**src/rtl/dwr_pkg.sv**
```systemverilog
// constants, codes and types for the drive warning reporter
package dwr_pkg;
  localparam logic [15:0] ERROR_CODE_OBJECT_IDX = 16'h603F;
  localparam logic [15:0] DRIVE_STATUS_WORD_IDX = 16'h6041;
  localparam int          STATUS_WARN_BIT       = 7;
  localparam logic [15:0] CODE_NONE             = 16'h0000;
  localparam logic [15:0] CODE_DEV              = 16'h0900;
  localparam logic [15:0] CODE_DEV_SON          = 16'h0901;
  localparam logic [15:0] CODE_OVERLOAD         = 16'h0910;
  localparam logic [15:0] CODE_VIBRATION        = 16'h0911;
  localparam logic [15:0] CODE_CTRL_TEMP        = 16'h0912;
  localparam logic [15:0] CODE_PWR_TEMP         = 16'h0913;
  localparam logic [15:0] CODE_REGEN            = 16'h0920;
  localparam logic [15:0] CODE_DBRAKE           = 16'h0921;
  localparam logic [15:0] CODE_FAN              = 16'h0923;
  localparam logic [15:0] CODE_BATTERY          = 16'h0930;
  localparam logic [15:0] CODE_OVERHEAT         = 16'h093B;
  localparam logic [15:0] CODE_RIPPLE           = 16'h0942;
  localparam logic [15:0] CODE_UNDERVOLT        = 16'h0971;
  localparam logic [15:0] CODE_OVERTRAVEL       = 16'h09A0;
  localparam logic [15:0] CODE_MAINT            = 16'h09B0;
  localparam logic [15:0] CODE_SAFETY_BASE      = 16'h09C0;
  localparam logic [3:0]  SAFETY_LAST           = 4'h9;
  localparam logic [7:0]  PERCENT_DIV           = 8'h64;
  // digit positions inside the selection parameters (4 bits per digit)
  localparam int          DIGIT_BATTERY         = 0;
  localparam int          DIGIT_UNDERVOLT       = 1;
  localparam int          DIGIT_GLOBAL          = 2;
  localparam int          DIGIT_RIPPLE          = 1;
  localparam int          DIGIT_OVERTRAVEL      = 3;
  localparam int          DIGIT_MAINT           = 0;
  localparam int          DIGIT_VIBRATION       = 0;
  localparam logic [3:0]  VIB_MODE_WARN         = 4'h1;
  localparam logic [3:0]  VIB_MODE_ALARM        = 4'h2;
  localparam logic [3:0]  PANEL_CHAR_WARN       = 4'hA;
  localparam logic [3:0]  PANEL_CHAR_BLANK      = 4'hF;
  localparam int          CLOCK_HZ              = 10000000;
  localparam int          PANEL_CHAR_MS         = 500;
  localparam int          PANEL_CHAR_CYCLES     = CLOCK_HZ / 1000 * PANEL_CHAR_MS;
  localparam int          NUM_WARN              = 26;
  typedef enum logic [2:0] {
    DWR_PANEL_IDLE,
    DWR_PANEL_LETTER,
    DWR_PANEL_HUND,
    DWR_PANEL_TENS,
    DWR_PANEL_ONES,
    DWR_PANEL_GAP
  } dwr_panel_e;
endpackage

```
**src/rtl/dwr_warning_reporter.sv**
```systemverilog
// drive warning reporter: detection, code select, status, emergency and panel
// Summary of operation
// - status word bit 7 is one while any warning exists, else zero
// - active warning code is held in the error-code object for readout
// - a cycle with any new warning occurrence pulses one emergency notification request
// - 900h when deviation exceeds alarm level times percent over 100
// - 901h when deviation at servo-on exceeds level times percent over 100
// - 910h is raised from the early overload indication
// - vibration gives 911h or an alarm as the vibration selection digit says
// - 912h for control board temperature, 913h for power board temperature
// - precursors: 920h regeneration, 921h brake, 971h undervoltage
// - 923h when fan stops, 930h on low battery voltage
// - 93Bh when overheat input level exceeds the overheat warning level
// - 942h when encoder ripple data differs from the drive copy
// - 9A0h on overtravel while servo is on
// - 9b0h when a consumable part reaches end of service life
// - global digit gates warnings except 971h and 9A0h
// - 9A0h gated only by overtravel digit, 971h only by undervoltage digit
// - 911h, 930h, 942h, 9b0h need global digit and their own digit
// - safety module warnings 9C0h to 9C9h can be reported
// - panel shows the warning code one character at a time
`timescale 1ns/10ps
module dwr_warning_reporter
#(
  parameter int PANEL_CYCLES = dwr_pkg::PANEL_CHAR_CYCLES
)
(
  input  wire logic        clock,
  input  wire logic        rstn,
  input  wire logic [15:0] warning_select_param,
  input  wire logic [15:0] overtravel_warn_select_param,
  input  wire logic [15:0] maintenance_warn_select_param,
  input  wire logic [15:0] vibration_detect_select_param,
  input  wire logic [15:0] ripple_mismatch_select_param,
  input  wire logic [31:0] deviation_alarm_level_param,
  input  wire logic [15:0] deviation_warn_percent_param,
  input  wire logic [31:0] servo_on_deviation_level_param,
  input  wire logic [15:0] servo_on_deviation_percent_param,
  input  wire logic [15:0] overheat_warn_level_param,
  input  wire logic [15:0] overheat_sense_input,
  input  wire logic [31:0] position_deviation,
  input  wire logic        servo_on,
  input  wire logic        overload_early,
  input  wire logic        vibration_detect,
  input  wire logic        ctrl_board_temp_bad,
  input  wire logic        power_board_temp_bad,
  input  wire logic        regen_overload_early,
  input  wire logic        brake_overload_early,
  input  wire logic        fan_stopped,
  input  wire logic        battery_low,
  input  wire logic        ripple_data_mismatch,
  input  wire logic        undervoltage_early,
  input  wire logic        overtravel_detect,
  input  wire logic        part_life_end,
  input  wire logic        safety_module_fitted,
  input  wire logic [9:0]  safety_warn_req,
  input  wire logic [15:0] object_index,
  output logic      [15:0] object_data,
  output logic      [15:0] drive_status_word,
  output logic      [15:0] error_code_object,
  output logic             vibration_alarm,
  output logic             emergency_req,
  output logic      [15:0] emergency_code,
  output logic      [3:0]  panel_char,
  output logic             panel_blank
);
  import dwr_pkg::*;

  logic [NUM_WARN-1:0] warn_vec;
  logic [NUM_WARN-1:0] warn_prev;
  logic [15:0]         code_tab [NUM_WARN];
  logic                glob_en;
  logic [47:0]         dev_lim;
  logic [47:0]         son_lim;
  logic                servo_on_d;
  logic                son_dev_hold;
  logic [15:0]         next_code;
  logic                any_warn;
  dwr_panel_e          panel_state;
  logic [31:0]         panel_cnt;
  logic                panel_tick;
  logic [15:0]         panel_code;

  function automatic logic [3:0] digit(input logic [15:0] p, input int idx);
    digit = p[idx*4 +: 4];
  endfunction

  function automatic logic on_digit(input logic [15:0] p, input int idx);
    on_digit = (p[idx*4 +: 4] != 4'h0);
  endfunction

  assign glob_en    = on_digit(warning_select_param, DIGIT_GLOBAL);
  // limit = level * percent / 100, compared as deviation*100 > level*percent
  assign dev_lim    = deviation_alarm_level_param * deviation_warn_percent_param;
  assign son_lim    = servo_on_deviation_level_param * servo_on_deviation_percent_param;

  // sample deviation at the servo-on edge and hold until servo turns off
  always_ff @(posedge clock or negedge rstn)
  begin
    if (!rstn)
    begin
      servo_on_d   <= 1'b0;
      son_dev_hold <= 1'b0;
    end
    else
    begin
      servo_on_d <= servo_on;
      if (servo_on && !servo_on_d)
        son_dev_hold <= (48'(position_deviation) * 48'(PERCENT_DIV)) > son_lim;
      else if (!servo_on)
        son_dev_hold <= 1'b0;
    end
  end

  always_comb
  begin
    warn_vec     = '0;
    warn_vec[0]  = glob_en &&
                   (48'(position_deviation) * 48'(PERCENT_DIV)) > dev_lim;
    warn_vec[1]  = glob_en && son_dev_hold;
    warn_vec[2]  = glob_en && overload_early;
    warn_vec[3]  = glob_en && vibration_detect &&
                   digit(vibration_detect_select_param, DIGIT_VIBRATION) == VIB_MODE_WARN;
    warn_vec[4]  = glob_en && ctrl_board_temp_bad;
    warn_vec[5]  = glob_en && power_board_temp_bad;
    warn_vec[6]  = glob_en && regen_overload_early;
    warn_vec[7]  = glob_en && brake_overload_early;
    warn_vec[8]  = glob_en && fan_stopped;
    warn_vec[9]  = glob_en && battery_low &&
                   on_digit(warning_select_param, DIGIT_BATTERY);
    warn_vec[10] = glob_en && overheat_sense_input > overheat_warn_level_param;
    warn_vec[11] = glob_en && ripple_data_mismatch &&
                   on_digit(ripple_mismatch_select_param, DIGIT_RIPPLE);
    warn_vec[12] = undervoltage_early &&
                   on_digit(warning_select_param, DIGIT_UNDERVOLT);
    warn_vec[13] = overtravel_detect && servo_on &&
                   on_digit(overtravel_warn_select_param, DIGIT_OVERTRAVEL);
    warn_vec[14] = glob_en && part_life_end &&
                   on_digit(maintenance_warn_select_param, DIGIT_MAINT);
    for (int i = 0; i <= int'(SAFETY_LAST); i++)
      warn_vec[15+i] = glob_en && safety_module_fitted && safety_warn_req[i];
  end

  always_comb
  begin
    code_tab[0]  = CODE_DEV;
    code_tab[1]  = CODE_DEV_SON;
    code_tab[2]  = CODE_OVERLOAD;
    code_tab[3]  = CODE_VIBRATION;
    code_tab[4]  = CODE_CTRL_TEMP;
    code_tab[5]  = CODE_PWR_TEMP;
    code_tab[6]  = CODE_REGEN;
    code_tab[7]  = CODE_DBRAKE;
    code_tab[8]  = CODE_FAN;
    code_tab[9]  = CODE_BATTERY;
    code_tab[10] = CODE_OVERHEAT;
    code_tab[11] = CODE_RIPPLE;
    code_tab[12] = CODE_UNDERVOLT;
    code_tab[13] = CODE_OVERTRAVEL;
    code_tab[14] = CODE_MAINT;
    for (int i = 0; i <= int'(SAFETY_LAST); i++)
      code_tab[15+i] = CODE_SAFETY_BASE + 16'(i);
    code_tab[25] = CODE_NONE;
  end

  // table is in ascending code order, so the first set bit is the lowest code
  always_comb
  begin
    next_code = CODE_NONE;
    for (int i = NUM_WARN-1; i >= 0; i--)
      if (warn_vec[i])
        next_code = code_tab[i];
  end

  assign any_warn = |warn_vec;

  // status word and error code
  always_ff @(posedge clock or negedge rstn)
  begin
    if (!rstn)
    begin
      drive_status_word <= 16'h0000;
      error_code_object <= CODE_NONE;
    end
    else
    begin
      drive_status_word                  <= 16'h0000;
      drive_status_word[STATUS_WARN_BIT] <= any_warn;
      error_code_object                  <= next_code;
    end
  end

  // vibration alarm path when the selection digit asks for an alarm
  always_ff @(posedge clock or negedge rstn)
  begin
    if (!rstn)
      vibration_alarm <= 1'b0;
    else
      vibration_alarm <= vibration_detect &&
                         digit(vibration_detect_select_param, DIGIT_VIBRATION) == VIB_MODE_ALARM;
  end

  // one emergency request per cycle with any rising warning bit, lowest rising code reported
  always_ff @(posedge clock or negedge rstn)
  begin
    if (!rstn)
    begin
      warn_prev      <= '0;
      emergency_req  <= 1'b0;
      emergency_code <= CODE_NONE;
    end
    else
    begin
      warn_prev     <= warn_vec;
      emergency_req <= 1'b0;
      for (int i = NUM_WARN-1; i >= 0; i--)
        if (warn_vec[i] && !warn_prev[i])
        begin
          emergency_req  <= 1'b1;
          emergency_code <= code_tab[i];
        end
    end
  end

  // object readout
  always_ff @(posedge clock or negedge rstn)
  begin
    if (!rstn)
      object_data <= 16'h0000;
    else if (object_index == ERROR_CODE_OBJECT_IDX)
      object_data <= error_code_object;
    else if (object_index == DRIVE_STATUS_WORD_IDX)
      object_data <= drive_status_word;
    else
      object_data <= 16'h0000;
  end

  // panel character timer
  always_ff @(posedge clock or negedge rstn)
  begin
    if (!rstn)
      panel_cnt <= '0;
    else if (panel_state == DWR_PANEL_IDLE || panel_tick)
      panel_cnt <= '0;
    else
      panel_cnt <= panel_cnt + 32'd1;
  end

  assign panel_tick = (panel_cnt == 32'(PANEL_CYCLES - 1));

  // panel sequencer: letter, three digits, blank gap, repeat
  always_ff @(posedge clock or negedge rstn)
  begin
    if (!rstn)
    begin
      panel_state <= DWR_PANEL_IDLE;
      panel_code  <= CODE_NONE;
      panel_char  <= PANEL_CHAR_BLANK;
      panel_blank <= 1'b1;
    end
    else
    begin
      case (panel_state)
        DWR_PANEL_IDLE:
        begin
          panel_blank <= 1'b1;
          panel_char  <= PANEL_CHAR_BLANK;
          if (any_warn)
          begin
            panel_code  <= next_code;
            panel_state <= DWR_PANEL_LETTER;
            panel_char  <= PANEL_CHAR_WARN;
            panel_blank <= 1'b0;
          end
        end
        DWR_PANEL_LETTER:
          if (panel_tick)
          begin
            panel_state <= DWR_PANEL_HUND;
            panel_char  <= panel_code[11:8];
          end
        DWR_PANEL_HUND:
          if (panel_tick)
          begin
            panel_state <= DWR_PANEL_TENS;
            panel_char  <= panel_code[7:4];
          end
        DWR_PANEL_TENS:
          if (panel_tick)
          begin
            panel_state <= DWR_PANEL_ONES;
            panel_char  <= panel_code[3:0];
          end
        DWR_PANEL_ONES:
          if (panel_tick)
          begin
            panel_state <= DWR_PANEL_GAP;
            panel_char  <= PANEL_CHAR_BLANK;
            panel_blank <= 1'b1;
          end
        DWR_PANEL_GAP:
          if (panel_tick)
            panel_state <= DWR_PANEL_IDLE;
        default:
          panel_state <= DWR_PANEL_IDLE;
      endcase
    end
  end

endmodule

```
**config.mk**
```make
export PLATFORM = sky130hd
export DESIGN_NAME = dwr_warning_reporter
export DESIGN_NICKNAME = d
export VERILOG_FILES = /design/src/rtl/dwr_pkg.sv /design/src/rtl/dwr_warning_reporter.sv
export SDC_FILE = /design/constraint.sdc
export NUM_CORES = 2
export LEC_CHECK = 0
export ABC_AREA = 1
export ABC_CLOCK_PERIOD_IN_PS = 6400
export BUFFER_PORTS_ARGS = -buffer_cell sky130_fd_sc_hd__clkbuf_2
export CAP_MARGIN = 40
export CELL_PAD_IN_SITES_DETAIL_PLACEMENT = 0
export CELL_PAD_IN_SITES_GLOBAL_PLACEMENT = 1
export CORE_ASPECT_RATIO = 2
export CORE_MARGIN = 2
export CORE_UTILIZATION = 35
export CTS_CLUSTER_DIAMETER = 120
export DETAILED_ROUTE_END_ITERATION = 10
export GPL_TIMING_DRIVEN = 0
export PLACE_DENSITY = 0.62
export SLEW_MARGIN = 20
export SYNTH_ARGS = -nofsm -noshare
export SYNTH_HDL_FRONTEND = slang
export SYNTH_SLANG_ARGS = --single-unit
```
**constraint.sdc**
```tcl
create_clock -name clock -period 6.4 [get_ports clock]
set_input_delay 1.28 -clock clock [delete_from_list [all_inputs] [get_ports clock]]
set_output_delay 1.28 -clock clock [all_outputs]
set_load 0.01 [all_outputs]
```
==> tab_implementation.tex <==
\begin{tabular}{lr}
\hline
Metric & Value \\
\hline
\multicolumn{2}{l}{\textbf{Die}} \\
\quad Row Count & 184 \\
\quad Floorplan Core Area & 126000 sq um \\
\quad Initial Utilization & about a third \\
\quad Die Outline Area & 130000 sq um \\
\quad Horizontal die dimension & roughly 260 um \\
\quad Vertical die dimension & $\sim$500 um \\
\quad IO Pins & 353 \\
\multicolumn{2}{l}{\textbf{Setup path}} \\
\quad CP max stage delay & around 570 ps \\
\quad Critical path start-end classification & input pin to register \\
\quad Data required, critical path & 6650 ps \\
\quad Crit path launch type & input pin \\
\quad Dominant cell type by count on the critical path & fa\_2 \\
\quad Crit end category & register \\
\quad Top fanout value on the critical path & 7 \\
\quad Critical path arrival & 8610 ps \\
\quad Start point of the critical path & deviation\_warn\_percent\_param[4] \\
\quad Count of cells along the worst register-to-register path & 19 \\
\quad Number of buffers and inverters on the critical path & 10 \\
\quad FF-to-FF Start & panel\_cnt[0]\$\_DFF\_PN0\_ \\
\quad Cell type group with the largest total delay on the critical path & adder cells \\
\quad Worst path slowest cell & fa\_2 \\
\quad Logic depth of the worst setup path including buffers & 35 \\
\multicolumn{2}{l}{\textbf{Route}} \\
\quad Via count & between 30000 and 40000 \\
\quad Initial drt markers & approximately 1400 \\
\quad Overall routed net length & 167000 um \\
\quad Detailed-routing iteration count for the pre-antenna-repair pass & 5 \\
\quad Per-cell routed wire length & 21.1 um \\
\quad Residual DRC count & 0 \\
\quad Remaining antenna violation count & 0 \\
\quad Via density & 4.84 \\
\multicolumn{2}{l}{\textbf{Hold path}} \\
\quad Worst Min Path Start & panel\_code[8]\$\_DFFE\_PN0P\_ \\
\quad HP Class & register to register \\
\quad Min-Delay Path Depth & 2 \\
\multicolumn{2}{l}{\textbf{Synthesis}} \\
\quad Cell Area, Synth & 44300 sq um \\
\quad EDFF count, synth & 0 \\
\quad Share of synthesized cell area in full adder, half adder and majority cells & 51.2\% \\
\quad Share of synthesized registers carrying an async set or reset & 100\% \\
\quad Number of instances in the synthesized netlist & 5853 \\
\quad Synthesized area per cell & 7.57 sq um \\
\quad Total of flip-flops plus latches after synthesis & 106 \\
\quad Combinational family with the most area after synthesis & adder cells \\
\quad Share of cell area taken by muxes after synthesis & 0\% \\
\quad Yosys warnings & 0 \\
\quad Simple logic cell fraction of the synthesized area & between 10\% and 20\% \\
\quad Portion of the post-synthesis area used by sequential elements & 6.00\% \\
\quad Xor/xnor cell area share of the yosys netlist & 2.29\% \\
\quad Top FF cell, synth & dfrtp\_1 \\
\quad Netlist cell types & 66 \\
\quad Share of the synthesized area in compound gates (AO/OA/AOI/OAI) & 5.92\% \\
\multicolumn{2}{l}{\textbf{Placement}} \\
\quad Final HPWL from detailed placement & 149000 um \\
\quad Count of buffers inserted at the top-level ports & between 200 and 250 \\
\quad Setup Slack @ Placement & -3580 ps \\
\quad Routability-driven placement congestion ratio & roughly 0.96 \\
\multicolumn{2}{l}{\textbf{CTS}} \\
\quad Clock Tree Buf Depth & 2 \\
\quad Clk slew on worst S/H paths & 80 ps \\
\quad Root Buffer Master & clkbuf\_16 \\
\quad H-tree Lvls & 3 \\
\quad Clk sinks & approximately 110 \\
\quad Clock insertion delay at the later pin of the skew report & 360 ps \\
\quad Hold-fix buffer count after cts & 0 \\
\quad Total clock buffers created by CTS & 9 \\
\quad Clock tree from TritonCTS & yes \\
\multicolumn{2}{l}{\textbf{STA}} \\
\quad Hold Violations, Final & 0 \\
\quad Pin slew with the least headroom to its limit & around 840 ps \\
\quad Setup violation total in the final timing report & 37 \\
\quad Fin Clk Skew & roughly 9.2 ps \\
\quad Max Slew Vio Count & 0 \\
\quad Min Tclk post-route & 8370 ps \\
\quad Period utilization & 131\% \\
\quad Peak Freq & between 100 and 150 MHz \\
\quad Final setup margin & -1970 ps \\
\quad Worst slew slack as a fraction of its limit & 43.9\% \\
\quad Setup repair after global routing missed its margin & true \\
\quad Final hold slack & 460 ps \\
\multicolumn{2}{l}{\textbf{Run status}} \\
\quad Status & complete, but fails checks \\
\quad Failing checks & negative setup slack \\
\multicolumn{2}{l}{\textbf{Cells and area}} \\
\quad Number of nets at the end of the flow & 7807 \\
\quad Area growth from synthesis to layout & 19.6\% \\
\quad Layout cells sized above 1 & 15.2\% \\
\quad Final core utilization & 42.2\% \\
\multicolumn{2}{l}{\textbf{GRT}} \\
\quad Aggregate global routing overflow & 0 \\
\quad Number of global-route vias before repair & approximately 43000 \\
\quad Maximum number of pins on one net before global-route repair & 64 \\
\quad Initial antenna violation count & 2 \\
\quad Wire length of the first global-routing pass & between 200000 and 300000 um \\
\quad Overall Global Routing Usage & between 20\% and 30\% \\
\multicolumn{2}{l}{\textbf{Job}} \\
\quad Maxcap violations & 0 \\
\hline
\end{tabular}
## through the flow
step	TNS, ps	instances	instance area, sq um
floorplan	-42460	5885	45400
global placement	-136170	7762	48500
detailed placement	-124520	7791	48800
CTS	-73320	7866	52000
global route	-77160	7910	53000
finish	-68610	7911	53000
## cell families after synthesis
| kind of cell | count (synthesis) |
|---|---|
| compound gates | 457 |
| xor+xnor | 115 |
| flops | 106 |
| simple gates | 2031 |
| fa+ha+maj | 1294 |
| other cells | 1 |
| buf+inv | 1849 |
## Yosys cell counts (4+ instances only)
cell type	instances	area, sq um
a21boi_0	4	30.0
fa_1	863	17300
o21ai_1	17	85.1
a211oi_1	10	75.1
o21bai_1	12	90.1
dfrtp_1	101	2530
o211ai_1	12	90.1
nand4_1	49	307
nor2_4	7	78.8
dfstp_2	5	131
nor4_1	23	144
a31oi_1	23	144
inv_2	9	33.8
nor3_1	58	290
inv_1	1573	5900
o21ai_0	106	531
a21o_1	18	135
xor2_1	58	508
buf_4	36	270
ha_1	431	5390
nor2_2	6	37.5
clkbuf_1	229	860
a21oi_1	214	1070
nand3_1	92	460
xnor2_1	56	490
o21a_1	11	82.6
nand2_2	11	68.8
nor2_1	278	1040
o2111ai_1	5	43.8
nand2_1	1470	5520
or2_2	11	68.8
nor3b_1	4	30.0
## final cells by class
| type | instances | area, sq um |
|---|---|---|
| antenna | 1 | 2.50 |
| buffer | 267 | 3060 |
| clock buffer | 10 | 229 |
| clock inverter | 6 | 75.1 |
| fill | 13300 | 72700 |
| inverter | 1582 | 5940 |
| multi-input combinational | 3931 | 36300 |
| sequential | 106 | 2660 |
| tap | 1674 | 2090 |
| timing repair buffer | 334 | 2680 |
## sequential cells by signal (all words and copies together) (netlist names), 3 cells and up
signal,cells
error_code_object,9
panel_code,9
emergency_code,9
panel_state,3
panel_cnt,32
panel_char,4
object_data,9
warn_prev,25
## metal layers
layer  share of wire [%]  routed length (um)  global-route usage (%)  vias up
met5              0.0078                  13                       0        -
met4                 8.8               14700                    17.9        2
met3                 2.7                4550                    1.76      420
met2                  57               95900                    53.7      882
met1                  31               52000                    23.6    19200
li1                    -                   -                       -    17800
## cells in the final DEF (no fill, tap or decap), types with 58 or more instances in the layout
| cell type | count |
|---|---|
| inv_1 | 1546 |
| nand2_1 | 1415 |
| fa_1 | 839 |
| ha_1 | 392 |
| nor2_1 | 245 |
| clkbuf_2 | 205 |
| a21oi_1 | 168 |
| buf_4 | 139 |
| dfrtp_1 | 101 |
| nand3_1 | 83 |
| o21ai_0 | 81 |
| clkbuf_8 | 73 |
| clkbuf_16 | 58 |
## repair_timing
action / in CTS / in global routing
resized for setup: 552 / 247
setup endpoints to repair: 37 / 37
cloned: 1 / 2
pin swaps: 84 / 93
setup buffers: 58 / 42
hold endpoints to repair: 0 / 0
## worst register-to-register path: cells and delay by family (launching register included)
kind          cells  cell delay [ps]
fa+ha+maj         1              190
flops             1              380
simple gates     17             1990
buf+inv           1               80
## worst paths after layout
check | slack [ps] | to
worst min register to register | 460 | panel_code[8]$_DFFE_PN0P_
worst min-delay path | 460 | panel_code[8]$_DFFE_PN0P_
max in group asynchronous | 4880 | panel_char[3]$_DFFE_PN1P_
worst max-delay path | -1970 | emergency_code[8]$_DFFE_PN0P_
min in group asynchronous | 850 | panel_cnt[8]$_DFF_PN0_
worst max register to register | 3650 | panel_cnt[28]$_DFF_PN0_
Power is left out: the tool's default activity adds up to more than one toggle a clock period on the data nets, which glitch-free logic cannot reach.
